**config.mk**
```make
export PLATFORM = sky130hd
export DESIGN_NAME = misc_cfg_regs
export DESIGN_NICKNAME = d
export VERILOG_FILES = /design/src/inc/misc_cfg_pkg.sv /design/src/inc/core_if.sv /design/src/verilog/wd_timer.sv /design/src/verilog/irq_ctrl.sv /design/src/verilog/misc_cfg_regs.sv
export SDC_FILE = /design/constraint.sdc
export NUM_CORES = 1
export LEC_CHECK = 0
export BUFFER_PORTS_ARGS = -buffer_cell sky130_fd_sc_hd__buf_4
export CORE_AREA = 2 2 144 146
export CTS_BUF_LIST = sky130_fd_sc_hd__clkbuf_8
export CTS_CLUSTER_SIZE = 10
export DETAILED_ROUTE_END_ITERATION = 8
export DIE_AREA = 0 0 146 148
export PLACE_DENSITY = 0.74
export SLEW_MARGIN = 40
export SYNTH_ARGS = -nofsm -noshare
export SYNTH_HDL_FRONTEND = slang
export SYNTH_SLANG_ARGS = --single-unit
```
**constraint.sdc**
```tcl
create_clock -name ref_clk -period 8.7 [get_ports ref_clk]
set_input_delay 1.74 -clock ref_clk [delete_from_list [all_inputs] [get_ports ref_clk]]
set_output_delay 1.74 -clock ref_clk [all_outputs]
set_load 0.02 [all_outputs]
```
**src/inc/misc_cfg_pkg.sv**
```systemverilog
// constants, types and decode tables for the misc configuration slice
package misc_cfg_pkg;

  // ------------------------------------------------------------
  // register offsets
  // ------------------------------------------------------------
  localparam logic [7:0] LTO_SLT_OFS = 8'h58;
  localparam logic [7:0] ODIAG_OFS   = 8'h59;
  localparam logic [7:0] WDOG_OFS    = 8'h5A;
  localparam logic [7:0] SHORT_OFS   = 8'h5B;
  localparam logic [7:0] CLR_OFS     = 8'h60;
  localparam logic [7:0] STAT_OFS    = 8'h68;
  localparam logic [7:0] MASK_OFS    = 8'h69;

  // ------------------------------------------------------------
  // field positions
  // ------------------------------------------------------------
  localparam int LTO_LSB  = 4;
  localparam int SLT_LSB  = 0;
  localparam int ODC_LSB  = 4;
  localparam int ODPW_LSB = 0;
  localparam int WDS_LSB  = 4;
  localparam int FORCE_FS_BIT  = 5;
  localparam int RESTORE_BIT   = 4;
  localparam int FORCE_ERR_BIT = 3;
  localparam int EXIT_FS_BIT   = 2;
  localparam int CLEAR_FAULT_FLAGS_BIT = 1;
  localparam int CLEAR_POWERON_FLAG_BIT   = 0;

  // interrupt status bits
  localparam int EV_ENTER   = 0;
  localparam int EV_EXIT    = 1;
  localparam int EV_WD      = 2;
  localparam int EV_REFUSED = 3;
  localparam int EV_W       = 4;

  // ------------------------------------------------------------
  // reset values and timing
  // ------------------------------------------------------------
  localparam logic [7:0] CLR_RST  = 8'h00;
  localparam logic [3:0] MASK_RST = 4'h0;
  localparam int CLK_PERIOD_NS = 10;
  localparam int NS_PER_US     = 1000;
  localparam int CYC_PER_US    = NS_PER_US / CLK_PERIOD_NS;
  localparam logic [4:0] SLT_BASE_V = 5'h05;
  localparam logic [3:0] ODC_CHAN_CODE = 4'hF;
  localparam logic [3:0] WD_IMM_CODE   = 4'hC;

  // periods in microseconds
  localparam int LTO_US [8] = '{1000, 125, 250, 500, 1250, 2500, 5000, 10000};
  localparam int ODPW_US [16] = '{100, 20, 30, 50, 80, 150, 200, 300,
                                  500, 800, 1000, 1200, 1500, 2000, 3000, 5000};
  localparam int WD_US [16] = '{0, 200, 500, 1000, 2000, 5000, 10000, 20000,
                                50000, 100000, 200000, 500000, 0, 0, 0, 0};

  typedef enum logic [1:0] {
    ST_NORMAL   = 2'b01,
    ST_FAILSAFE = 2'b10
  } fs_state_t;

  function automatic logic wd_immediate(input logic [3:0] sel);
    return sel >= WD_IMM_CODE;
  endfunction

  function automatic logic [31:0] wd_period_us(input logic [3:0] sel);
    return 32'(WD_US[sel]);
  endfunction

endpackage

```
**src/inc/core_if.sv**
```systemverilog
// watchdog and interrupt signals shared inside the config slice
interface core_if;
  logic [3:0]                 wd_sel;
  logic                       kick;
  logic                       failsafe;
  logic                       expire;
  logic [misc_cfg_pkg::EV_W-1:0] events;
  logic [misc_cfg_pkg::EV_W-1:0] mask;
  logic                       status_rd;
  logic [misc_cfg_pkg::EV_W-1:0] status;
  logic                       irq;

  modport top (output wd_sel, kick, failsafe, events, mask, status_rd,
               input expire, status, irq);
  modport wd  (input wd_sel, kick, failsafe, output expire);
  modport ic  (input events, mask, status_rd, output status, irq);
endinterface

```
**src/verilog/wd_timer.sv**
```systemverilog
// link inactivity watchdog counter
module wd_timer #(
  parameter int CYC_US = misc_cfg_pkg::CYC_PER_US
) (
  input wire logic ref_clk,
  input wire logic resetn,
  core_if.wd       w
);
  import misc_cfg_pkg::*;

  typedef struct packed {
    logic [31:0] cnt;
    logic        expire;
  } wd_st_t;

  wd_st_t s, n;
  logic [31:0] period;

  // ------------------------------------------------------------
  // counting
  // ------------------------------------------------------------
  always_comb begin
    period   = 32'(wd_period_us(w.wd_sel) * CYC_US);
    n        = s;
    n.expire = 1'b0;
    if (w.kick || w.failsafe || period == 32'h0000_0000) begin
      n.cnt = 32'h0000_0000;
    end else if (s.cnt >= period - 32'h0000_0001) begin
      n.cnt    = 32'h0000_0000;
      n.expire = 1'b1;
    end else begin
      n.cnt = s.cnt + 32'h0000_0001;
    end
  end

  always_ff @(posedge ref_clk or negedge resetn) begin
    if (!resetn) begin
      s <= '0;
    end else begin
      s <= n;
    end
  end

  assign w.expire = s.expire;
endmodule

```
**src/verilog/irq_ctrl.sv**
```systemverilog
// sticky event status, enable mask and level interrupt
module irq_ctrl (
  input wire logic ref_clk,
  input wire logic resetn,
  core_if.ic       c
);
  import misc_cfg_pkg::*;

  typedef struct packed {
    logic [EV_W-1:0] status;
    logic            irq;
  } ic_st_t;

  ic_st_t s, n;

  // ------------------------------------------------------------
  // status and interrupt
  // ------------------------------------------------------------
  always_comb begin
    n = s;
    // new events win over the clear on read
    n.status = (c.status_rd ? '0 : s.status) | c.events;
    n.irq    = |(n.status & c.mask);
  end

  always_ff @(posedge ref_clk or negedge resetn) begin
    if (!resetn) begin
      s <= '0;
    end else begin
      s <= n;
    end
  end

  assign c.status = s.status;
  assign c.irq    = s.irq;
endmodule

```
**src/verilog/misc_cfg_regs.sv**
```systemverilog
// misc configuration, watchdog period and clear/command registers
//
// Implementation choice: strobed register access.

module misc_cfg_regs #(
  parameter int CYC_US = misc_cfg_pkg::CYC_PER_US
) (
  input  wire logic       ref_clk,
  input  wire logic       resetn,
  input  wire logic [7:0] reg_addr,
  input  wire logic [7:0] reg_wdata,
  input  wire logic       reg_wr,
  input  wire logic       reg_rd,
  output logic      [7:0] reg_rdata,
  input  wire logic [2:0] nv_link_timeout_copy,
  input  wire logic [3:0] nv_supply_low_threshold,
  input  wire logic [3:0] nv_ondemand_diag_current,
  input  wire logic [3:0] nv_ondemand_diag_pulse_width,
  input  wire logic [3:0] nv_watchdog_period_sel,
  input  wire logic [7:0] nv_short_detect_threshold,
  input  wire logic       clear_reg_write_protect,
  output logic      [2:0] link_timeout_sel,
  output logic     [13:0] link_timeout_us,
  output logic      [3:0] supply_low_threshold,
  output logic      [4:0] supply_low_volts,
  output logic      [3:0] ondemand_diag_current,
  output logic      [5:0] diag_current_num,
  output logic            diag_use_channel_current,
  output logic      [3:0] ondemand_diag_pulse_width,
  output logic     [12:0] diag_pulse_us,
  output logic      [3:0] watchdog_period_sel,
  output logic      [7:0] short_detect_threshold,
  output logic            failsafe_active,
  output logic            clear_fault_flags_pulse,
  output logic            clear_poweron_flag_pulse,
  output logic            force_error_pin_pulse,
  output logic            restore_defaults_pulse,
  output logic            irq
);
  import misc_cfg_pkg::*;

  // ------------------------------------------------------------
  // state
  // ------------------------------------------------------------
  typedef struct packed {
    // set by reset, pulls the nv copies in at the first edge
    logic            load_pend;
    logic [2:0]      lto;
    logic [3:0]      slt;
    logic [3:0]      odc;
    logic [3:0]      odpw;
    logic [3:0]      wds;
    logic [7:0]      sdt;
    // decoded copies of the fields
    logic [13:0]     lto_us;
    logic [4:0]      slt_v;
    logic [5:0]      odc_num;
    logic            odc_chan;
    logic [12:0]     odpw_us;
    fs_state_t       state;
    // registered copy so the output comes from a flop
    logic            fs_out;
    logic            clear_fault_flags;
    logic            clear_poweron_flag;
    logic            force_err;
    logic            restore;
    logic [EV_W-1:0] ev;
    logic [EV_W-1:0] mask;
    // stands one cycle after a read, zero otherwise
    logic [7:0]      rdata;
  } st_t;

  st_t s, n;

  // watchdog and interrupt blocks share one bundle
  core_if c ();

  // command decode helpers
  logic       wr_clr;
  logic       clr_ok;
  logic       reload;
  logic       go_fs;
  logic       go_normal;
  logic [7:0] cmd;

  // ------------------------------------------------------------
  // address decode
  // ------------------------------------------------------------
  function automatic logic bus_hit(input logic       strobe,
                                   input logic [7:0] ad,
                                   input logic [7:0] ofs);
    return strobe && (ad == ofs);
  endfunction

  // ------------------------------------------------------------
  // submodules
  // ------------------------------------------------------------
  // CYC_US scales every watchdog period
  wd_timer #(
    .CYC_US (CYC_US)
  ) u_wd (
    .ref_clk (ref_clk),
    .resetn  (resetn),
    .w       (c)
  );

  // sticky status and the level interrupt
  irq_ctrl u_ic (
    .ref_clk (ref_clk),
    .resetn  (resetn),
    .c       (c)
  );

  assign c.wd_sel    = s.wds;
  // any access stands in for link traffic
  assign c.kick      = reg_wr | reg_rd;
  assign c.failsafe  = (s.state == ST_FAILSAFE);
  assign c.events    = s.ev;
  assign c.mask      = s.mask;
  // reading status also clears it
  assign c.status_rd = bus_hit(reg_rd, reg_addr, STAT_OFS);

  // ------------------------------------------------------------
  // next state
  // ------------------------------------------------------------
  always_comb begin
    n           = s;
    // pulses, events and read data last one cycle
    n.load_pend = 1'b0;
    n.clear_fault_flags = 1'b0;
    n.clear_poweron_flag   = 1'b0;
    n.force_err = 1'b0;
    n.restore   = 1'b0;
    n.ev        = '0;
    n.rdata     = 8'h00;

    wr_clr = bus_hit(reg_wr, reg_addr, CLR_OFS);
    clr_ok = wr_clr && !clear_reg_write_protect;
    // reserved command bits reach no action
    cmd    = clr_ok ? (reg_wdata & ~CLR_RST) : 8'h00;
    // a refused write still leaves a status trace
    if (wr_clr && clear_reg_write_protect) begin
      n.ev[EV_REFUSED] = 1'b1;
    end

    n.clear_fault_flags = cmd[CLEAR_FAULT_FLAGS_BIT];
    n.clear_poweron_flag   = cmd[CLEAR_POWERON_FLAG_BIT];
    n.force_err = cmd[FORCE_ERR_BIT];
    n.restore   = cmd[RESTORE_BIT];

    // register writes, reserved bits dropped
    if (reg_wr) begin
      case (reg_addr)
        LTO_SLT_OFS: begin
          n.lto = reg_wdata[LTO_LSB +: 3];
          n.slt = reg_wdata[SLT_LSB +: 4];
        end
        ODIAG_OFS: begin
          n.odc  = reg_wdata[ODC_LSB +: 4];
          n.odpw = reg_wdata[ODPW_LSB +: 4];
        end
        WDOG_OFS: begin
          n.wds = reg_wdata[WDS_LSB +: 4];
        end
        SHORT_OFS: begin
          n.sdt = reg_wdata;
        end
        MASK_OFS: begin
          n.mask = reg_wdata[EV_W-1:0];
        end
        // unmapped offsets are ignored
        default: begin
          n.mask = s.mask;
        end
      endcase
    end

    // nonvolatile load, also on restore
    // restore reloads in the same edge as its pulse
    reload = s.load_pend || cmd[RESTORE_BIT];
    if (reload) begin
      n.lto = nv_link_timeout_copy;
      n.slt = nv_supply_low_threshold;
      n.odc = nv_ondemand_diag_current;
      n.odpw = nv_ondemand_diag_pulse_width;
      n.wds = nv_watchdog_period_sel;
      n.sdt = nv_short_detect_threshold;
      n.mask = MASK_RST;
    end

    // decoded values follow the fields
    n.lto_us   = 14'(LTO_US[n.lto]);
    n.slt_v    = SLT_BASE_V + {1'b0, n.slt};
    n.odc_num  = {n.odc, 2'b00} + 6'h01;
    n.odc_chan = (n.odc == ODC_CHAN_CODE);
    n.odpw_us  = 13'(ODPW_US[n.odpw]);

    // fail-safe state machine
    // forced entry
    go_fs     = cmd[FORCE_FS_BIT] || c.expire || wd_immediate(s.wds);
    // exit request
    // any entry cause wins over a same-cycle exit
    go_normal = cmd[EXIT_FS_BIT] && !go_fs;
    n.ev[EV_WD] = c.expire;
    case (s.state)
      ST_NORMAL: begin
        if (go_fs) begin
          n.state         = ST_FAILSAFE;
          n.ev[EV_ENTER]  = 1'b1;
        end
      end
      ST_FAILSAFE: begin
        if (go_normal) begin
          n.state        = ST_NORMAL;
          n.ev[EV_EXIT]  = 1'b1;
        end
      end
      default: begin
        n.state = ST_NORMAL;
      end
    endcase
    n.fs_out = (n.state == ST_FAILSAFE);

    if (reg_rd) begin
      case (reg_addr)
        LTO_SLT_OFS: n.rdata = {1'b0, s.lto, s.slt};
        ODIAG_OFS:   n.rdata = {s.odc, s.odpw};
        WDOG_OFS:    n.rdata = {s.wds, 4'h0};
        SHORT_OFS:   n.rdata = s.sdt;
        // command bits always read back zero
        CLR_OFS:     n.rdata = CLR_RST;
        // status read clears it in the interrupt block
        STAT_OFS:    n.rdata = {4'h0, c.status};
        MASK_OFS:    n.rdata = {4'h0, s.mask};
        default:     n.rdata = 8'h00;
      endcase
    end
  end

  // ------------------------------------------------------------
  // registers
  // ------------------------------------------------------------
  always_ff @(posedge ref_clk or negedge resetn) begin
    if (!resetn) begin
      s           <= '0;
      // nv copies load at the first edge after release
      s.load_pend <= 1'b1;
      s.state     <= ST_NORMAL;
      s.mask      <= MASK_RST;
    end else begin
      s <= n;
    end
  end

  // ------------------------------------------------------------
  // outputs
  // ------------------------------------------------------------
  assign reg_rdata                 = s.rdata;
  assign link_timeout_sel          = s.lto;
  assign link_timeout_us           = s.lto_us;
  assign supply_low_threshold      = s.slt;
  assign supply_low_volts          = s.slt_v;
  assign ondemand_diag_current     = s.odc;
  assign diag_current_num          = s.odc_num;
  assign diag_use_channel_current  = s.odc_chan;
  assign ondemand_diag_pulse_width = s.odpw;
  assign diag_pulse_us             = s.odpw_us;
  assign watchdog_period_sel       = s.wds;
  assign short_detect_threshold    = s.sdt;
  assign failsafe_active           = s.fs_out;
  assign clear_fault_flags_pulse   = s.clear_fault_flags;
  assign clear_poweron_flag_pulse  = s.clear_poweron_flag;
  assign force_error_pin_pulse     = s.force_err;
  assign restore_defaults_pulse    = s.restore;
  assign irq                       = c.irq;

endmodule

```
# --- Word-level counts from Yosys, hierarchy flattened ---
# Memories as Yosys holds them, arrays and structs flattened. A register that Yosys moved wholly into a read port is not among the register bits.
# Cells that the tools add are included.
word_totals:
  memories: 3
  ff_bits: 101
  inputBits: 48
  rom_bits: 1280
  latchBits: 0
  ramBits: 0
  output_inout_bits: 80
mem_list:
  columns: ["name", "depth", "word_bits", "read_ports", "rd_clocked_by_memory_dff", "wr", "line_no", "source"]
  rows:
  - ["(no name shown)", 16, 32, 1, 0, 0, "misc_cfg_pkg.sv:66", "return 32'(WD_US[sel]);"]
  - ["(no name shown)", 16, 32, 1, 1, 0, "misc_cfg_regs.sv:196", "n.odpw_us = 13'(ODPW_US[n.odpw]);"]
  - ["(no name shown)", 8, 32, 1, 1, 0, "misc_cfg_regs.sv:192", "n.lto_us = 14'(LTO_US[n.lto]);"]
classes:
  multipliers: 1
  shift: 0
  eq_ne: 11
  n_reduce_logical: 23
  n_mux: 27
  magnitude_cmp: 3
  div: 0
  bitwise_logic: 6
  addsub: 4
op_table:
  columns: ["op", "n"]
  rows:
  - ["$mux W32", 4]
  - ["$eq A8 B7 Y1 const B", 7]
  - ["$mux W27", 2]
  - ["$pmux W8 S6", 1]
  - ["$add A32 B1 Y32 const B", 1]
  - ["$ge A32 B32 Y1", 1]
  - ["$logic_not A32 Y1", 1]
  - ["$mul A32 B5 Y30 const B", 1]
  - ["$sub A32 B1 Y32 const B", 1]
  - ["$mux W8", 3]
  - ["$mux W4", 5]
  - ["$not A4 Y5", 2]
  - ["$reduce_bool A2 Y1", 4]
  - ["$mux W1", 7]
  - ["$mux W7", 1]
  - ["$add A6 B1 Y6 const B", 1]
  - ["$mux W6", 1]
  - ["$reduce_and A2 Y1", 3]
  - ["$add A3 B4 Y5 const A", 1]
  - ["$ge A5 B5 Y1 const B", 1]
  - ["$logic_and A1 B1 Y1", 5]
  - ["$logic_or A1 B1 Y1", 5]
  - ["$and A4 B4 Y4", 1]
  - ["$eq A2 B2 Y1 const B", 2]
  - ["other kinds (10)", 14]

# --- Depth between registers and ports, before layout ---
# Gate-level depths: netlist of run 1.
depth:
  word_depth: 11
  mapped_depth: 30
  mapped_depth_nobuf: 28

# --- Modules after synthesis ---
# From an unflattened synthesis of run 1, not the netlist that was laid out.
unflattened:
  cells_unflattened: 1031
  hier_area_um2: 9681.8
by_module_without_submodules:
  columns: ["mod", "area_per_inst_um2", "seq_area_each_um2", "instances", "cells_per_inst"]
  rows:
  - ["wd_timer", 4981.0, 825.8, 1, 593]
  - ["misc_cfg_regs", 4499.3, 2104.5, 1, 420]
  - ["irq_ctrl", 201.4, 125.1, 1, 18]

# --- Worst setup path after synthesis of run 1 ---
# Ideal clock, no wire load.
synth_timing:
  path_type: "register -> register"
  start: "register s (netlist bit watchdog_period_sel[1])"
  end: "register u_wd.s[24] (netlist bit)"
  synth_period_minus_slack_ns: 6.737
  arrival_time_ns: 6.640
  stages_incl_launch_ff: 29
  slack_ns: 1.963
  required_ns: 8.603
  path_cell_list: "dfrtp_1 inv_1 ha_1 nor2b_1 a222oi_1 ha_1 ha_1 inv_1 fa_1 inv_1 ha_1 o211a_1 a21boi_4 or3_4 a211oi_4 nand2_2 or3_1 nor4_1 xor2_1 ha_1 a21o_1 a21o_1 a21oi_1 nor2b_1 o21ai_0 a21oi_1 a2111o_1 clkbuf_1 nor4_2"
synth_lines:
  columns: ["element", "line_no", "source"]
  rows:
  - ["start: declaration", "misc_cfg_regs.sv:73", "st_t s, n;"]
  - ["start signal: assignment", "misc_cfg_regs.sv:251", "s <= n;"]
  - ["end signal: assignment", "wd_timer.sv:40", "s <= n;"]
  - ["end: declaration", "wd_timer.sv:16", "wd_st_t s, n;"]

==> results of run 1 <==
worst max path at each step:
stage | from | endpoint | slack [ps]
floorplan | watchdog_period_sel[1]$_DFFE_PN0P_ | u_wd.s[24]$_DFF_PN0_ | 1960
global placement | watchdog_period_sel[1]$_DFFE_PN0P_ | u_wd.s[3]$_DFF_PN0_ | 1310
detailed placement | watchdog_period_sel[0]$_DFFE_PN0P_ | u_wd.s[27]$_DFF_PN0_ | 1140
CTS | watchdog_period_sel[0]$_DFFE_PN0P_ | u_wd.s[15]$_DFF_PN0_ | 1100
global route | watchdog_period_sel[1]$_DFFE_PN0P_ | u_wd.s[32]$_DFF_PN0_ | 540
finish | watchdog_period_sel[0]$_DFFE_PN0P_ | u_wd.s[27]$_DFF_PN0_ | 1100
cell families (layout without fill, tap and decap cells):
kind of cell / count (synthesis) / after routing / synth area share, %
other: 2 / 4 / 0.0762
XOR/XNOR: 64 / 64 / 5.76
adder cells (fa/ha/maj): 124 / 124 / 16.6
AND/OR/NAND/NOR: 329 / 329 / 19.3
AO/OA/AOI/OAI: 173 / 173 / 12.3
buffers and inverters: 189 / 241 / 10.4
multiplexers: 40 / 40 / 4.47
flip-flops: 122 / 122 / 31.0
cell usage after synthesis (all sizes together), types with 4 or more instances:
library cell  count
and3             13
or2               5
mux2i            35
xor2             28
nand2b            9
a22oi             4
fa               12
nand2            80
a21o             23
inv              79
nor2             74
o21ai            40
nand4            13
nor4             38
clkbuf           19
buf              91
or3b              4
a211oi            9
dfrtp           120
or3               7
nor2b            14
o21a              5
and2             12
o21bai            5
nor3             16
a21oi            46
o211ai            7
o221ai            5
nand3            32
ha              112
xnor2            36
sequential cells by signal (all words and copies together) (netlist names):
name	count
force_error_pin_pulse	1
c.mask	4
u_wd.s	32
failsafe_active	1
u_wd.w.expire	1
diag_pulse_us	12
supply_low_threshold	4
c.events	4
reg_rdata	8
link_timeout_us	14
supply_low_volts	5
link_timeout_sel	3
short_detect_threshold	8
u_ic.c.irq	1
ondemand_diag_pulse_width	4
clear_fault_flags_pulse	1
diag_current_num	2
ondemand_diag_current	3
u_ic.c.status	4
clear_poweron_flag_pulse	1
s	3
diag_use_channel_current	1
watchdog_period_sel	4
restore_defaults_pulse	1
final cells by class:
type                       instances  area (µm²)  area share [%]
sequential                       122        3060            28.1
inverter                          79         297            2.73
timing repair buffer             130         980            9.01
clock inverter                    13         158            1.45
tap                              270         338            3.11
multi-input combinational        734        5780            53.2
clock buffer                      19         262            2.41
power breakdown:
group / switching (mW) / internal, mW
Clock: 0.256 / 0.278
Combinational: 0.543 / 0.367
Sequential: 0.0308 / 0.606
Total: 0.830 / 1.25
through the flow:
stage / power, mW / hold WS (ps) / setup slack [ps]
finish: 2.08 / 439 / 1100
global route: 2.22 / 448 / 544
CTS: 2.09 / 441 / 1100
detailed placement: 1.55 / 416 / 1140
global placement: 1.53 / 437 / 1310
floorplan: 1.36 / 354 / 1960
critical path, cell delays in order, from the launching register on:
cell and delay, ps:
dfrtp_1 620, inv_1 180, ha_1 280, a222oi_1 650
ha_1 370, ha_1 330, fa_1 410, ha_1 470
o211a_1 220, a21bo_2 240, a211o_1 360, a31oi_1 200
xnor2_1 250, nand4b_1 330, nor4_1 400, xor2_1 200
ha_1 260, a21o_1 150, a21o_1 160, a21oi_1 150
nor2b_1 60, o21ai_0 140, a21oi_1 90, a2111o_1 340
buf_4 290, nor4_2 340
cell usage in the layout (no fill, tap or decap), types with 28 or more instances in the layout:
master and count:
dfrtp_1 120, nand3_1 32, a21oi_1 44, nand2_1 79, nor2_1 74, xnor2_1 35, buf_4 129, mux2i_1 35
inv_1 78, o21ai_0 34, xor2_1 28, ha_1 112
per-layer routing:
metal | up-vias | share of wire, % | GRT usage (%)
met5 | - | 0 | 0
met4 | 0 | 1.8 | 5.92
met3 | 30 | 5.2 | 4.81
met2 | 173 | 49 | 35.5
met1 | 3616 | 44 | 27.7
li1 | 3637 | - | -
==> flow_metrics.py, run 1 <==
metrics = {
    "clock_tree": {
        "cts_tree": "yes",
        "cts.path.max_buffers": 2,
        "root_buffer": "clkbuf_8",
        "clk-insertion-delay-late_ps": 450,
        "path_clk_slew_ps": 90,
        "holdBufCountCts": 0,
        "cts_sinks": 122,
        "cts.repair.resized": 0,
        "post-cts-setup-buffers": 0,
        "h-tree-depth": 4,
        "cts-buffers-inserted": 17,
    },
    "synth": {
        "synth_seq_cells": 122,
        "async_flop_share_pct": 100,
        "yosysTopAreaCellShare_pct": 30.5,
        "yosysTopAreaCell": "dfrtp_1",
        "avgSynthCellArea_um2": 9.45,
        "yosysSeqAreaShare_pct": 31.0,
        "syn_area_um2": 9860,
        "yosys.cell_types.count": 81,
        "synth-edff-count": 0,
        "syn-instance-count": 1043,
        "ys.warnings.count": 0,
        "synth.area.top_cells": "dfrtp_1, ha_1, buf_4",
        "synthFlopType": "dfrtp_1",
    },
    "timing": {
        "fmax_ghz": 0.132,
        "hold_violations": 0,
        "maxSlewHeadroom_pct": 47.1,
        "worstMarginPinSlew_ps": 793,
        "setup_violations": 0,
        "slew_viol_final": 0,
        "fin_skew_ps": 18.3,
        "finalCritPeriodShare_pct": 87.3,
        "setup_tns_ps": 0,
        "fin_crit_ps": 7600,
        "rsz0062_at_grt": "no",
    },
    "pwr": {
        "power_per_cell_area_nw_per_um2": 191,
        "ir_drop_v": 0.000156,
        "leakagePower_nw": 5.30,
    },
    "drt": {
        "vias": 7456,
        "antenna_left": 0,
        "wl_per_cell_um": 16.4,
        "dr.first_iter.drc_count": 434,
        "drt_pass1_iterations": 4,
        "drc": 0,
        "via_per_inst": 5.45,
        "drt_wl_total_um": 22400,
    },
    "floorplanning": {
        "io_pins": 128,
        "core_um2": 20000,
        "rows": 52,
        "die_area_um2": 21600,
        "die_h_um": 148,
        "fp.dieW_um": 146,
        "initial_core_util_pct": 49.2,
    },
    "placement": {
        "dp_hpwl_um": 17500,
        "portBuffers": 125,
        "placed_cell_area_um2": 10400,
        "dp_cells": 1335,
        "routabilityCongestion": 0.859,
    },
    "layout": {
        "post-route-util_pct": 54.2,
        "fin_area_um2": 10900,
        "final_nets": 1256,
        "insertedDiodeCount": 0,
        "fillers": 1880,
        "post_route_cells_drive_above_1_share_pct": 20.9,
        "areaGrowthSynthToFinish_pct": 10.3,
        "stdcell_count": 1367,
    },
    "worst_setup_path": {
        "rr_worst_depth": 25,
        "endpoint_kind": "register",
        "path_class": "register to register",
        "worst_setup_path_start_kind": "register",
        "timing.rr.end": "u_wd.s[27]$_DFF_PN0_",
        "crit_fanout": 33,
        "r2r_setup_slack_ps": 1100,
        "arrival_ps": 7940,
        "cp.required_ps": 9040,
        "r2r-start": "watchdog_period_sel[0]$_DFFE_PN0P_",
    },
    "grt": {
        "antenna_found_initial": 0,
        "grt-ovfl-total": 0,
        "grt_pass1_wl_um": 36800,
        "grt_usage_pct": 21.2,
        "grt_max_degree": 65,
        "grt_pass1_vias": 7165,
    },
    "worst_hold_path": {
        "hp-class": "register to register",
        "min_path_cells": 0,
        "whs_endpoint": "c.events[2]$_DFF_PN0_",
        "min_from": "u_wd.w.expire$_DFF_PN0_",
    },
    "job": {
        "cap_viol_max_count": 0,
    },
    "run_status": {
        "status": "completed",
    },
}
Power figures use the tool's default switching activity.
==> inputs of run 2 (changes only) <==
ABC_AREA = 1   (was unset)
CORE_AREA = 2 2 146 148   (was 2 2 144 146)
DIE_AREA = 0 0 148 150   (was 0 0 146 148)
HOLD_SLACK_MARGIN = 0.15   (was unset)
==> run 2 against run 1 <==
Clock power fell by 3%. Clock-buffer cell count shrank 2. Register-to-register slack better by 870 ps. Synthesized cell count grew 31%. Clock skew is 4.0 ps lower. Worst hold slack improved by 11 ps. First-iteration DRC count is 15% higher. Sequential cell count stayed put. Critical path depth is 6 higher. Die area up 2.7%. Global-route usage is 1.5 points higher. Via count grew 16%. Critical endpoint is now u_wd.s[16]$_DFF_PN0_.
==> flow_metrics.py, run 2 <==
metrics = {
    "layout": {
        "areaGrowthSynthToFinish_pct": 10.1,
        "final_nets": 1594,
        "post-route-util_pct": 54.1,
        "regMostFlops": "u_wd.s",
        "insertedDiodeCount": 0,
        "largest_reg_flops": 32,
        "post_route_cells_drive_above_1_share_pct": 15.5,
        "final_common_cell": "nand2_1",
        "final_cell_mix": "nand2_1, inv_1, buf_4, dfrtp_1, nor2_1",
        "stdcell_count": 1710,
    },
    "clock_tree": {
        "holdBufCountCts": 0,
        "h-tree-depth": 4,
        "clk-insertion-delay-late_ps": 440,
        "path_clk_slew_ps": 80,
        "cts.path.max_buffers": 2,
        "root_buffer": "clkbuf_8",
        "post-cts-setup-buffers": 0,
        "cts_tree": "yes",
        "cts.repair.resized": 0,
        "cts-buffers-inserted": 17,
        "cts_sinks": 122,
    },
    "grt": {
        "grt_usage_pct": 22.7,
        "grt_pass1_vias": 8622,
        "antenna_found_initial": 0,
        "grt_max_degree": 82,
        "grt_pass1_wl_um": 40900,
        "grt-ovfl-total": 0,
    },
    "floorplanning": {
        "core_um2": 20700,
        "io_pins": 128,
        "die_area_um2": 22200,
        "rows": 53,
        "die_h_um": 150,
        "fp.dieW_um": 148,
        "initial_core_util_pct": 49.1,
    },
    "drt": {
        "drt_pass1_iterations": 5,
        "antenna_left": 0,
        "drt_wl_total_um": 24100,
        "wl_per_cell_um": 14.1,
        "dr.first_iter.drc_count": 499,
        "via_per_inst": 5.05,
        "drc": 0,
        "vias": 8632,
    },
    "timing": {
        "maxSlewHeadroom_pct": 50.4,
        "fin_skew_ps": 14.3,
        "worstMarginPinSlew_ps": 741,
        "hold_slack_ps": 450,
        "hold_violations": 0,
        "slew_viol_final": 0,
        "rsz0062_at_grt": "no",
        "setup_tns_ps": 0,
        "fin_crit_ps": 6730,
        "fmax_ghz": 0.149,
        "finalCritPeriodShare_pct": 77.4,
        "setup_violations": 0,
    },
    "placement": {
        "portBuffers": 125,
        "dp_cells": 1678,
        "routabilityCongestion": 0.900,
        "dp_hpwl_um": 19200,
    },
    "worst_hold_path": {
        "min_path_cells": 0,
        "hp-class": "register to register",
        "min_from": "u_wd.w.expire$_DFF_PN0_",
        "whs_endpoint": "c.events[2]$_DFF_PN0_",
    },
    "synth": {
        "yosysSeqAreaShare_pct": 30.1,
        "synth_seq_cells": 122,
        "synth.area.top_cells": "dfrtp_1, ha_1, nand2_1",
        "syn-instance-count": 1367,
        "yosysTopAreaCell": "dfrtp_1",
        "syn_area_um2": 10200,
        "yosys.cell_types.count": 49,
        "async_flop_share_pct": 100,
        "synthFlopType": "dfrtp_1",
        "ys.warnings.count": 0,
        "synth.most_common_cell": "nand2_1",
        "synth_common_cells": "nand2_1, inv_1, dfrtp_1",
        "synth-edff-count": 0,
        "yosysTopAreaCellShare_pct": 29.6,
        "avgSynthCellArea_um2": 7.43,
    },
    "worst_setup_path": {
        "path_class": "register to register",
        "r2r_setup_slack_ps": 1970,
        "endpoint_kind": "register",
        "cp_slowest_cell": "dfrtp_1",
        "cpMostUsedCell": "nand2_1",
        "rr_worst_depth": 31,
        "critPathMaxStageDelay_ps": 620,
        "worst_setup_path_start_kind": "register",
        "crit_fanout": 23,
        "arrival_ps": 7040,
        "cp.required_ps": 9010,
        "timing.rr.end": "u_wd.s[16]$_DFF_PN0_",
        "r2r-start": "watchdog_period_sel[3]$_DFFE_PN0P_",
    },
    "run_status": {
        "status": "completed",
    },
    "pwr": {
        "ir_drop_v": 0.000119,
        "power_per_cell_area_nw_per_um2": 194,
        "total_power_mw": 2.17,
        "leakagePower_nw": 6.00,
    },
    "job": {
        "cap_viol_max_count": 0,
    },
}
[run 2: changes by cell type after synthesis, moves of 22 or more]
cell,change
mux2i_1,-35
nand2_1,+249
nor2_1,+43
inv_1,+140
nor4_2,-27
a21o_1,-22
[run 2: worst max-delay path, delay by kind of cell, from the launching register on]
kind                       cells  cell delay [ps]
AOI/OAI and AO/OA              3             1100
DFF                            1              620
buffers and inverters          6              720
adders and majority gates      5             1790
and+or+nand+nor               17             2360
[run 2: how the worst max path moves through the flow]
stage                                                  start              endpoint  slack [ps]  cells past startpoint
after floorplan           watchdog_period_sel[2]$_DFFE_PN0P_  u_wd.s[15]$_DFF_PN0_        3010                     34
after global placement    watchdog_period_sel[3]$_DFFE_PN0P_  u_wd.s[18]$_DFF_PN0_        1990                     28
after detailed placement  watchdog_period_sel[3]$_DFFE_PN0P_  u_wd.s[16]$_DFF_PN0_        1830                     28
after CTS                 watchdog_period_sel[3]$_DFFE_PN0P_  u_wd.s[16]$_DFF_PN0_        1750                     28
after global routing      watchdog_period_sel[3]$_DFFE_PN0P_  u_wd.s[28]$_DFF_PN0_        1340                     31
final                     watchdog_period_sel[3]$_DFFE_PN0P_  u_wd.s[16]$_DFF_PN0_        1970                     31
[run 2: area by class of cell]
cell class	instances	area, µm²
clock buffers	17	234
clock inverters	15	163
fillers	2012	9510
inverters	230	863
multi-input cells	924	5570
flip-flops and latches	122	3060
well taps	275	344
repair buffers	127	957
[run 2: per-stage QoR]
stage | setup slack (ps) | instance area, µm²
CTS | 1750 | 11200
floorplan | 3010 | 10200
finish | 1970 | 11200
global route | 1340 | 11200
detailed placement | 1830 | 10800
global placement | 1990 | 10800
[run 2: routing by layer]
metal | routed length [µm] | up-vias | track usage (%) | share of wire (%)
met5 | 0 | - | 0 | 0
met4 | 398 | 0 | 5.29 | 1.7
met3 | 1600 | 31 | 5.70 | 6.6
met2 | 11700 | 240 | 40.2 | 49
met1 | 10400 | 3989 | 27.9 | 43
li1 | - | 4372 | - | -
[run 2: cell families after synthesis]
family / count (synthesis) / synth area share (%)
fa+ha+maj: 124 / 16.2
compound gates: 144 / 8.51
buf+inv: 323 / 15.2
flops: 122 / 30.1
other cells: 2 / 0.0739
simple gates: 613 / 26.6
xor+xnor: 39 / 3.36
[run 2: where the power goes]
group	switching (mW)	internal (mW)
combinational	0.662	0.359
sequential	0.0252	0.605
clock	0.257	0.260
total	0.944	1.22
